$ cat src/rtl/rcs_pkg.sv
// Purpose: constants for the reference clock start-up control
// Assumes: one system clock stands in for the raw oscillator clock
// Notes: register bus offsets and field positions live here
//
// Notes on behaviour
// [RL1] crystal on: powered up, oscillator not disabled
// [RL2] external buffer on: powered, disabled, buffer enabled
// [RL3] power-down stops clocks; crystal has priority
// [RL4] source switching passes glitch-free transition control
// [RL5] disabled source output held at zero
// [RL6] external mode takes clock from pin two
// [RL7] raw clock passes only through enabled gate
// [RL8] delay counter reset without amplitude or force
// [RL9] amplitude ok or force releases counter
// [RL10] no counting on low amplitude or thin pulses
// [RL11] terminal count from two-bit select field
// [RL12] end-of-delay sampled into valid, opens gate
// [RL13] valid clears at once when clock lost
// [RL14] external mode without force bypasses counter
// [RL15] external source stable, near half duty
// [RL16] force in external mode applies delay counting
// [RL17] amplitude ok and valid observable on pins
// [RL18] software sets force for low-Q resonators
// [RL19] valid assertion starts polling timer recalibration
// [RL20] config inputs synchronised before use; the delay select and observe select bits are used unsynchronised
package rcs_pkg;
    localparam logic [3:0] RCS_ADDR_CTRL = 4'h0;
    localparam logic [3:0] RCS_ADDR_EXPERT = 4'h1;
    localparam logic [3:0] RCS_ADDR_STATUS = 4'h2;
    localparam int RCS_CTRL_PWRDN = 0;
    localparam int RCS_CTRL_OSC_DIS = 1;
    localparam int RCS_CTRL_EXT_EN = 2;
    localparam int RCS_CTRL_OBS_SEL = 3;
    localparam int RCS_EXP_DLY_LO = 0;
    localparam int RCS_EXP_FORCE = 2;
    localparam logic [7:0] RCS_CTRL_RESET = 8'h01;
    localparam logic [7:0] RCS_EXP_RESET = 8'h00;
    localparam int RCS_CNT_W = 12;
    localparam logic [11:0] RCS_DLY_0 = 12'h040;
    localparam logic [11:0] RCS_DLY_1 = 12'h100;
    localparam logic [11:0] RCS_DLY_2 = 12'h400;
    localparam logic [11:0] RCS_DLY_3 = 12'hfff;
    typedef enum logic [1:0] {RCS_OFF, RCS_WAIT, RCS_RUN} rcs_state_e;
endpackage

$ cat src/rtl/rcs_clock_ctrl.sv
// Purpose: reference clock source select, start-up delay and clock gate
// Assumes: raw clocks arrive as sampled levels on clk; qualifiers are inputs
// Notes: all outputs registered; gate output is the registered level of the gated raw clock
//
// The register offsets and strobed register access were decided locally.
`timescale 1ns/1ns
module rcs_clock_ctrl
    import rcs_pkg::*;
(
    input wire logic clk,
    input wire logic rst_n,
    input wire logic ce,
    input wire logic [3:0] addr,
    input wire logic [7:0] wdata,
    input wire logic wr,
    input wire logic rd,
    output logic [7:0] rdata,
    input wire logic osc_raw_clk,
    input wire logic crystal_pin_two,
    input wire logic osc_amplitude_ok,
    input wire logic clk_shape_ok,
    output logic osc_enable_int,
    output logic ext_buffer_on,
    output logic core_clk,
    output logic refclk_valid,
    output logic ptcal_start,
    output logic clock_observe_pin
);
    import rcs_pkg::*;

    typedef struct packed {
        logic [7:0] ctrl;
        logic [7:0] expert;
        logic [7:0] rdata;
        logic [3:0] sync1;
        logic [3:0] sync2;
        logic osc_en;
        logic ext_en;
        logic raw_q;
        rcs_state_e state;
        logic [RCS_CNT_W-1:0] cnt;
        logic valid;
        logic core_clk;
        logic ptcal;
        logic obs;
    } rcs_s;

    rcs_s st_reg, st_next;

    function automatic logic [RCS_CNT_W-1:0] rcs_term(input logic [1:0] sel);
        case (sel)
            2'h0: rcs_term = RCS_DLY_0;
            2'h1: rcs_term = RCS_DLY_1;
            2'h2: rcs_term = RCS_DLY_2;
            default: rcs_term = RCS_DLY_3;
        endcase
    endfunction

    ////////////////////////////////////////////////////////////////////////
    logic pd_s, dis_s, ext_s, force_s;
    logic raw_clk, raw_rise, amp_ok, run_delay;

    always_comb
    begin
        pd_s = st_reg.sync2[0];
        dis_s = st_reg.sync2[1];
        ext_s = st_reg.sync2[2];
        force_s = st_reg.sync2[3];
        // disabled sources contribute zero, so an or merges them
        raw_clk = (st_reg.osc_en & osc_raw_clk) | (st_reg.ext_en & crystal_pin_two); // RL5 RL6
        raw_rise = raw_clk & ~st_reg.raw_q;
        amp_ok = st_reg.osc_en ? (osc_amplitude_ok | force_s) : st_reg.ext_en; // RL8 RL9
        run_delay = st_reg.osc_en | (st_reg.ext_en & force_s); // RL14 RL16
    end

    always_comb
    begin
        st_next = st_reg;
        st_next.ptcal = 1'b0;
        st_next.rdata = 8'h00;
        if (wr)
        begin
            if (addr == RCS_ADDR_CTRL)
                st_next.ctrl = wdata;
            if (addr == RCS_ADDR_EXPERT)
                st_next.expert = wdata;
        end
        if (rd)
        begin
            case (addr)
                RCS_ADDR_CTRL: st_next.rdata = st_reg.ctrl;
                RCS_ADDR_EXPERT: st_next.rdata = st_reg.expert;
                RCS_ADDR_STATUS: st_next.rdata = {4'h0, st_reg.ext_en, st_reg.osc_en, st_reg.valid,
                    osc_amplitude_ok};
                default: st_next.rdata = 8'h00;
            endcase
        end
        st_next.sync1 = {st_reg.expert[RCS_EXP_FORCE], st_reg.ctrl[RCS_CTRL_EXT_EN],
            st_reg.ctrl[RCS_CTRL_OSC_DIS], st_reg.ctrl[RCS_CTRL_PWRDN]}; // RL20
        st_next.sync2 = st_reg.sync1; // RL20
        st_next.osc_en = ~pd_s & ~dis_s; // RL1 RL3
        st_next.ext_en = ~pd_s & dis_s & ext_s; // RL2 RL3
        st_next.raw_q = raw_clk;
        case (st_reg.state)
            RCS_OFF:
            begin
                st_next.cnt = '0; // RL8
                st_next.valid = 1'b0;
                if (amp_ok)
                    st_next.state = RCS_WAIT; // RL9
            end
            RCS_WAIT:
            begin
                if (!run_delay)
                begin
                    st_next.valid = 1'b1; // RL14
                    st_next.state = RCS_RUN;
                end
                else if (st_reg.cnt >= rcs_term(st_reg.expert[RCS_EXP_DLY_LO +: 2]))
                begin
                    st_next.valid = 1'b1; // RL11 RL12
                    st_next.state = RCS_RUN;
                end
                else if (raw_rise && clk_shape_ok)
                    st_next.cnt = st_reg.cnt + 1'b1; // RL9 RL10
            end
            RCS_RUN:
                st_next.valid = 1'b1;
            default:
                st_next.state = RCS_OFF;
        endcase
        if (!amp_ok || pd_s)
        begin
            st_next.state = RCS_OFF; // RL13 RL3
            st_next.valid = 1'b0; // RL13
            st_next.cnt = '0;
        end
        st_next.ptcal = st_next.valid & ~st_reg.valid; // RL19
        // gate only opens on the pulse after valid; low clock holds output low
        st_next.core_clk = st_reg.valid & raw_clk; // RL4 RL7 RL12
        st_next.obs = st_reg.ctrl[RCS_CTRL_OBS_SEL] ? osc_amplitude_ok : st_reg.valid; // RL17
    end

    always_ff @(posedge clk or negedge rst_n)
    begin
        if (!rst_n)
        begin
            st_reg <= '0;
            st_reg.ctrl <= RCS_CTRL_RESET;
            st_reg.expert <= RCS_EXP_RESET;
            st_reg.sync1 <= 4'h1;
            st_reg.sync2 <= 4'h1;
            st_reg.state <= RCS_OFF;
        end
        else if (ce)
            st_reg <= st_next;
    end

    assign rdata = st_reg.rdata;
    assign osc_enable_int = st_reg.osc_en;
    assign ext_buffer_on = st_reg.ext_en;
    assign core_clk = st_reg.core_clk;
    assign refclk_valid = st_reg.valid;
    assign ptcal_start = st_reg.ptcal;
    assign clock_observe_pin = st_reg.obs;

    ////////////////////////////////////////////////////////////////////////
    chk_osc_en_cond: assert property (@(posedge clk) disable iff (!rst_n) // RL1
        ce |=> (osc_enable_int == ($past(~pd_s & ~dis_s))))
        else $error("oscillator enable wrong");
    chk_ext_en_cond: assert property (@(posedge clk) disable iff (!rst_n) // RL2
        ce |=> (ext_buffer_on == ($past(~pd_s & dis_s & ext_s))))
        else $error("external buffer enable wrong");
    chk_src_exclusive: assert property (@(posedge clk) disable iff (!rst_n) // RL3
        !(osc_enable_int && ext_buffer_on))
        else $error("both sources enabled");
    chk_gate_closed: assert property (@(posedge clk) disable iff (!rst_n) // RL7
        core_clk |-> $past(refclk_valid))
        else $error("gate passed clock while invalid");
    chk_valid_drop: assert property (@(posedge clk) disable iff (!rst_n) // RL13
        (ce && refclk_valid && !amp_ok) |=> !refclk_valid)
        else $error("valid not cleared on clock loss");
    chk_cnt_reset: assert property (@(posedge clk) disable iff (!rst_n) // RL8
        (ce && (pd_s || !amp_ok)) |=> (st_reg.cnt == '0))
        else $error("counter not held in reset");
    chk_cnt_shape: assert property (@(posedge clk) disable iff (!rst_n) // RL10
        (ce && !clk_shape_ok && st_reg.state == RCS_WAIT) |=> (st_reg.cnt <= $past(st_reg.cnt)))
        else $error("counter advanced on bad clock");
    chk_ptcal_pulse: assert property (@(posedge clk) disable iff (!rst_n) // RL19
        $rose(refclk_valid) |-> ptcal_start)
        else $error("recalibration not started");
    chk_bypass: assert property (@(posedge clk) disable iff (!rst_n) // RL14
        (ce && st_reg.state == RCS_WAIT && !run_delay && amp_ok && !pd_s) |=> refclk_valid)
        else $error("bypass did not set valid");

    chk_rdata_idle: assert property (@(posedge clk) disable iff (!rst_n) // RL17
        (ce && !rd) |=> (rdata == 8'h00))
        else $error("read data not idle");

    chk_obs_route: assert property (@(posedge clk) disable iff (!rst_n) // RL17
        ce |=> (clock_observe_pin == $past(st_reg.ctrl[RCS_CTRL_OBS_SEL] ? osc_amplitude_ok : refclk_valid)))
        else $error("observe pin wrong");

    chk_src_off_zero: assert property (@(posedge clk) disable iff (!rst_n) // RL5
        (ce && !osc_enable_int && !ext_buffer_on) |=> !core_clk)
        else $error("clock passed with sources off");

    chk_ce_freeze: assert property (@(posedge clk) disable iff (!rst_n) // RL4
        !ce |=> ($stable(refclk_valid) && $stable(core_clk)))
        else $error("state moved while frozen");

    chk_cnt_stop: assert property (@(posedge clk) disable iff (!rst_n) // RL11
        (ce && st_reg.state == RCS_RUN && amp_ok && !pd_s) |=> $stable(st_reg.cnt))
        else $error("counter moved after end of delay");
endmodule

$ cat config.mk
export PLATFORM = sky130hd
export DESIGN_NAME = rcs_clock_ctrl
export DESIGN_NICKNAME = d
export VERILOG_FILES = /design/src/rtl/rcs_pkg.sv /design/src/rtl/rcs_clock_ctrl.sv
export SDC_FILE = /design/constraint.sdc
export NUM_CORES = 1
export LEC_CHECK = 0
export BUFFER_PORTS_ARGS = -buffer_cell sky130_fd_sc_hd__buf_2
export CAP_MARGIN = 20
export CORE_ASPECT_RATIO = 0.8
export CORE_MARGIN = 2
export CORE_UTILIZATION = 60
export CTS_CLUSTER_SIZE = 25
export DETAILED_ROUTE_END_ITERATION = 10
export GPL_ROUTABILITY_DRIVEN = 0
export GPL_TIMING_DRIVEN = 1
export PLACE_DENSITY = 0.84
export SYNTH_ARGS = -nofsm -noshare
export SYNTH_HDL_FRONTEND = slang
export SYNTH_SLANG_ARGS = --single-unit
$ cat constraint.sdc
create_clock -name clk -period 5.98 [get_ports clk]
set_clock_uncertainty 0.2 [all_clocks]
set_input_delay 1.196 -clock clk [delete_from_list [all_inputs] [get_ports clk]]
set_output_delay 1.196 -clock clk [all_outputs]
set_load 0.1 [all_outputs]
After elaboration in Yosys (flattened, before gate mapping):

Index checks and enable logic that the tools add are counted.

* eq/ne operators: 12
* muxes and demuxes: 19
* add/subtract/negate cells: 1
* shift operators: 0
* multipliers: 0
* reductions and logical operators: 11
* order comparisons: 1
* div/mod/pow operators: 0
* bitwise logic cells: 16

Operator list (number)
* 2-to-1 mux 12 bit: 5
* one-hot mux 12 bit (3 select lines): 1
* one-hot mux 12 bit (2 select lines): 1
* one-hot mux 8 bit (3 select lines): 1
* 2-to-1 mux 15 bit: 1
* adder 12 x 1 -> 12 bit (second input constant): 1
* >= comparator 12 bit: 1
* inequality test 3 bit (second input constant): 4
* AND 1 bit: 9
* 2-to-1 mux 8 bit: 1
* 2-to-1 mux 2 bit: 3
* one-hot mux 2 bit (3 select lines): 1
* AND reduction 3 bit: 2
* AND reduction 5 bit: 1
* equality test 2 x 1 -> 1 bit (second input constant): 2
* equality test 2 bit (second input constant): 2
* equality test 4 x 1 -> 1 bit (second input constant): 1
* equality test 4 x 2 -> 1 bit (second input constant): 1
* zero test 2 bit: 2
* zero test 4 bit: 1
* 2-to-1 mux 1 bit: 4
* inequality test 4 bit (second input constant): 1
* NOT 1 bit: 4
* AND reduction 4 bit: 1
* other kinds (7): 9

* memories kept: 0
* output and inout bits: 14
* input bits: 21
* register bits: 53
* bits in read-only memories: 0
* RAM bits: 0
* bits in latches: 0

Logic depth before layout (Yosys ltp):

* word-level depth: 10
* gate-level depth with buffers: 11
* depth with buffers taken out: 10

Least setup slack after synthesis:

OpenSTA, ideal clock, no wires.

* path kind: input-to-reg
* start point: input osc_amplitude_ok
* end point: register st_reg[13] in the netlist's numbering
* data arrival time: 2650 ps
* slack: 3035 ps
* buffers on the path: 1
* stages on the path: 7
* library setup time: 96 ps
* required time: 5684 ps
* cell sequence: nor3b_2 -> or3_4 -> a221o_2 -> a31oi_4 -> buf_6 -> nor2_2 -> o32ai_2

* cells in the longest elaborated chain, start to end: 6
* elaborated cells between the ends (all ways): 10
* those cells by class: eq/ne: 3; mux: 2; bitwise: 1; reduce/logical: 4

RTL lines
* start, declared: RTL line rcs_clock_ctrl.sv:20 `input wire logic osc_amplitude_ok,`
* bitwise OR 1 bit *: RTL line rcs_clock_ctrl.sv:72 `amp_ok = st_reg.osc_en ? (osc_amplitude_ok | force_s) : st_reg.ext_en;`
* 2-to-1 mux 1 bit *: RTL line rcs_clock_ctrl.sv:72
* zero test 1 bit *: RTL line rcs_clock_ctrl.sv:132 `if (!amp_ok || pd_s)`
* logical OR 1 bit *: RTL line rcs_clock_ctrl.sv:132
* inequality test 3 bit (no line) or nonzero test 3 bit (tied branches)
* AND reduction 5 bit (no line)
* end signal, assigned: RTL line rcs_clock_ctrl.sv:156 `st_reg <= st_next;`
* end, declared: RTL line rcs_clock_ctrl.sv:48 `rcs_s st_reg, st_next;`

Every way passes the cells marked *; elsewhere a longest branch is shown, timed or not.
A chain may end at the register's enable or synchronous reset.

Final worst setup path:

* start point: register st_reg[37] in the netlist's numbering
* end point: register st_reg[11] in the netlist's numbering

* cells in the longest elaborated chain, start to end: 7
* elaborated cells between the ends (all ways): 9
* those cells by class: order compare: 1; eq/ne: 3; mux: 3; reduce/logical: 2

RTL lines
* equality test 2 bit (tied with other cells): RTL line rcs_clock_ctrl.sv:51 `case (sel)`
* one-hot mux 12 bit (3 select lines) *: RTL line rcs_clock_ctrl.sv:51
* 2-to-1 mux 12 bit *: RTL line rcs_clock_ctrl.sv:114 `if (!run_delay)`
* 2-to-1 mux 12 bit *: RTL line rcs_clock_ctrl.sv:104 `case (st_reg.state)`
* >= comparator 12 bit *: RTL line rcs_clock_ctrl.sv:119 `else if (st_reg.cnt >= rcs_term(st_reg.expert[RCS_EXP_DLY_LO +: 2]))`
* inequality test 3 bit (no line) *
* AND reduction 5 bit (no line) *

Every way passes the cells marked *; elsewhere a longest branch is shown, timed or not. The select of a mux whose other input is x is not followed.

==> out/metrics.cfg <==
[layout]
fin_area_mm2=0.003122
nNetsFinal=329
largest_reg_flops=27
layout_commonest_cell=dfrtp_1
fill_cells=340
synthToLayoutAreaGrowth_pct=7.915
diodes=0
final_core_util_pct=67.51
final_cell_mix=50 x dfrtp_1, 34 x buf_2, 26 x mux2_2
drive_gt1_share_pct=30.61
stdcell_count=354

[pwr]
p_leak_uw=0.001407
finalPower_uw=969.2
powerDensity_mw_per_mm2=310.5
vdd.ir_drop.worst_mv=0.2376

[floorplanning]
core_area_mm2=0.004624
die-area_mm2=0.005396
start_util_pct=62.55
die_h_um=66.11
ios=35
rows=22
die-width_um=81.63

[timing]
fin_crit_ns=3.282
fmax_ghz=0.3047
worst_pin_slew_ns=0.6534
final.setup.tns_ns=0
slew_violations=0
rsz0062_at_grt=no
relSlewSlack_pct=56.20
setup_viol=0
finalCritPeriodShare_pct=54.88
hold_viol_final=0

[run_status]
run_status=complete, no violations

[global_route]
antenna_found_initial=0
grt_pass1_vias=1986
grt-ovfl-total=0
grt_pass1_wl_um=9425
grt_util_all_layers_pct=23.66
grt_max_degree=54

[clocking]
ctsHoldBuffers=0
cts_buffer_depth=2
cts_tree=built
post_cts_resize_count=0
postCtsSetupBuffers=0
root_buffer=clkbuf_8
cts_inserted_buffers=5
htree_levels=2
clkLatencyLatePin_ns=0.32
clock_sinks=53
clk_pin_slew_ns=0.09

[route]
ant_nets=0
first_pass_iters=4
wl_um=5640
drt-vias-per-instance=5.932
vias=2100
drtIter0Drc=174
route.detailed.drc=0
routedWlPerCell_um=15.93

[placement]
post-place-cells=346
port-buffer-count=34
dpl.hpwl_um=4107
place_area_mm2=0.003034

[synthesis]
syn-instance-count=267
synth_edf_count=0
postSynthAreaPerCell_um2=10.83
synth.yosys.seq_area_share_pct=45.98
synth_cell_types=52
yosys_register_bits=53
yosysWarnings=0
syn-num-nets=303
ys.flop_type=dfrtp_1
async_reset_ff_share_pct=100.0
syn_area_mm2=0.002893

[setup_path]
ff2ff_path_depth=9
endpoint_kind=register
setup.worst_path.end=st_reg[11]
r2r_slack_ns=2.70
r2r-start=st_reg[37]
critPathRequiredTime_ns=6.03
critPathMaxFanout=17
critical_path.startpoint=st_reg[37]
arrival_ns=3.33
startpoint_type=register
timing.rr.end=st_reg[11]
worst-setup-path-type=register to register

[run]
cap_violations=0

[hold_path]
hp-class=register to register

-- cell usage after synthesis (2+ instances only) --
master,n,share of area [%]
o22ai_1,10,2.2
or3_2,7,1.8
inv_1,18,2.3
a211oi_1,3,0.78
a22o_2,2,0.69
clkbuf_1,4,0.52
ha_1,15,6.5
nand3_1,11,1.9
nand2_1,15,1.9
nor2b_1,2,0.43
o21ai_0,11,1.9
dfrtp_1,50,43
dfstp_2,3,2.7
nor2_1,14,1.8
nand2b_1,2,0.43
o211ai_1,2,0.52
nand4_1,3,0.65
nor3b_1,2,0.52
a21oi_1,19,3.3
mux2_2,26,10
mux2i_1,9,3.1
buf_4,9,2.3
-- metrics by stage --
step | hold WS [ns] | setup WS, ns
after CTS | 0.2967 | 2.700
after detailed placement | 0.2790 | 2.467
after floorplan | 0.2534 | 3.035
after global placement | 0.2739 | 2.563
after global routing | 0.3261 | 2.479
final | 0.2910 | 2.698
-- cells by family after synthesis --
group / share of synthesized area [%]
AND/OR/NAND/NOR: 13.62
AO/OA/AOI/OAI: 14.49
flip-flops: 45.98
multiplexers: 13.24
buffers and inverters: 6.184
adder cells (fa/ha/maj): 6.488
-- how the worst min path moves through the flow --
stage | from | endpoint | slack [ns] | cells after the start
floorplan | dis_s | osc_enable_int | 0.25 | 1
global placement | ptcal_start | ptcal_start | 0.27 | 2
detailed placement | ptcal_start | ptcal_start | 0.28 | 2
CTS | dis_s | osc_enable_int | 0.30 | 1
global route | ptcal_start | ptcal_start | 0.33 | 2
finish | dis_s | osc_enable_int | 0.29 | 1
-- worst max-delay path, cell delays in order (launching register included) --
cell       delay [ns]
dfrtp_1          0.44
ha_1             0.23
inv_1            0.21
ha_1             0.31
a21oi_1          0.14
o21ai_0          0.15
a2111oi_4        0.59
a31oi_4          0.28
or3_2            0.50
a21oi_1          0.15
-- final cells by class --
class                           instances  area, um^2  area share [%]
Tap cell                               60       75.07           2.405
Clock buffer                            6       72.57           2.325
Clock inverter                          2       15.01          0.4810
Inverter                               18       67.56           2.164
Sequential cell                        53        1330           42.61
Timing Repair Buffer                   35       177.7           5.691
Multi-Input combinational cell        180        1384           44.33
-- metal layers --
| metal | vias to the layer above | GRT usage [%] | routed length [um] |
|---|---|---|---|
| li1 | 1015 | - | - |
| met1 | 1017 | 36.81 | 2886 |
| met2 | 60 | 32.79 | 2359 |
| met3 | 8 | 4.235 | 305 |
| met4 | 0 | 8.750 | 89 |
| met5 | - | 0 | 0 |
-- where the power goes --
part / internal [uW] / switching (uW) / leakage [uW]
combinational: 104 / 201 / 0.000673
clock: 82.7 / 122 / 0.0000374
sequential: 413 / 46.1 / 0.000696
total: 600 / 369 / 0.00141
Power figures use the tool's default switching activity.
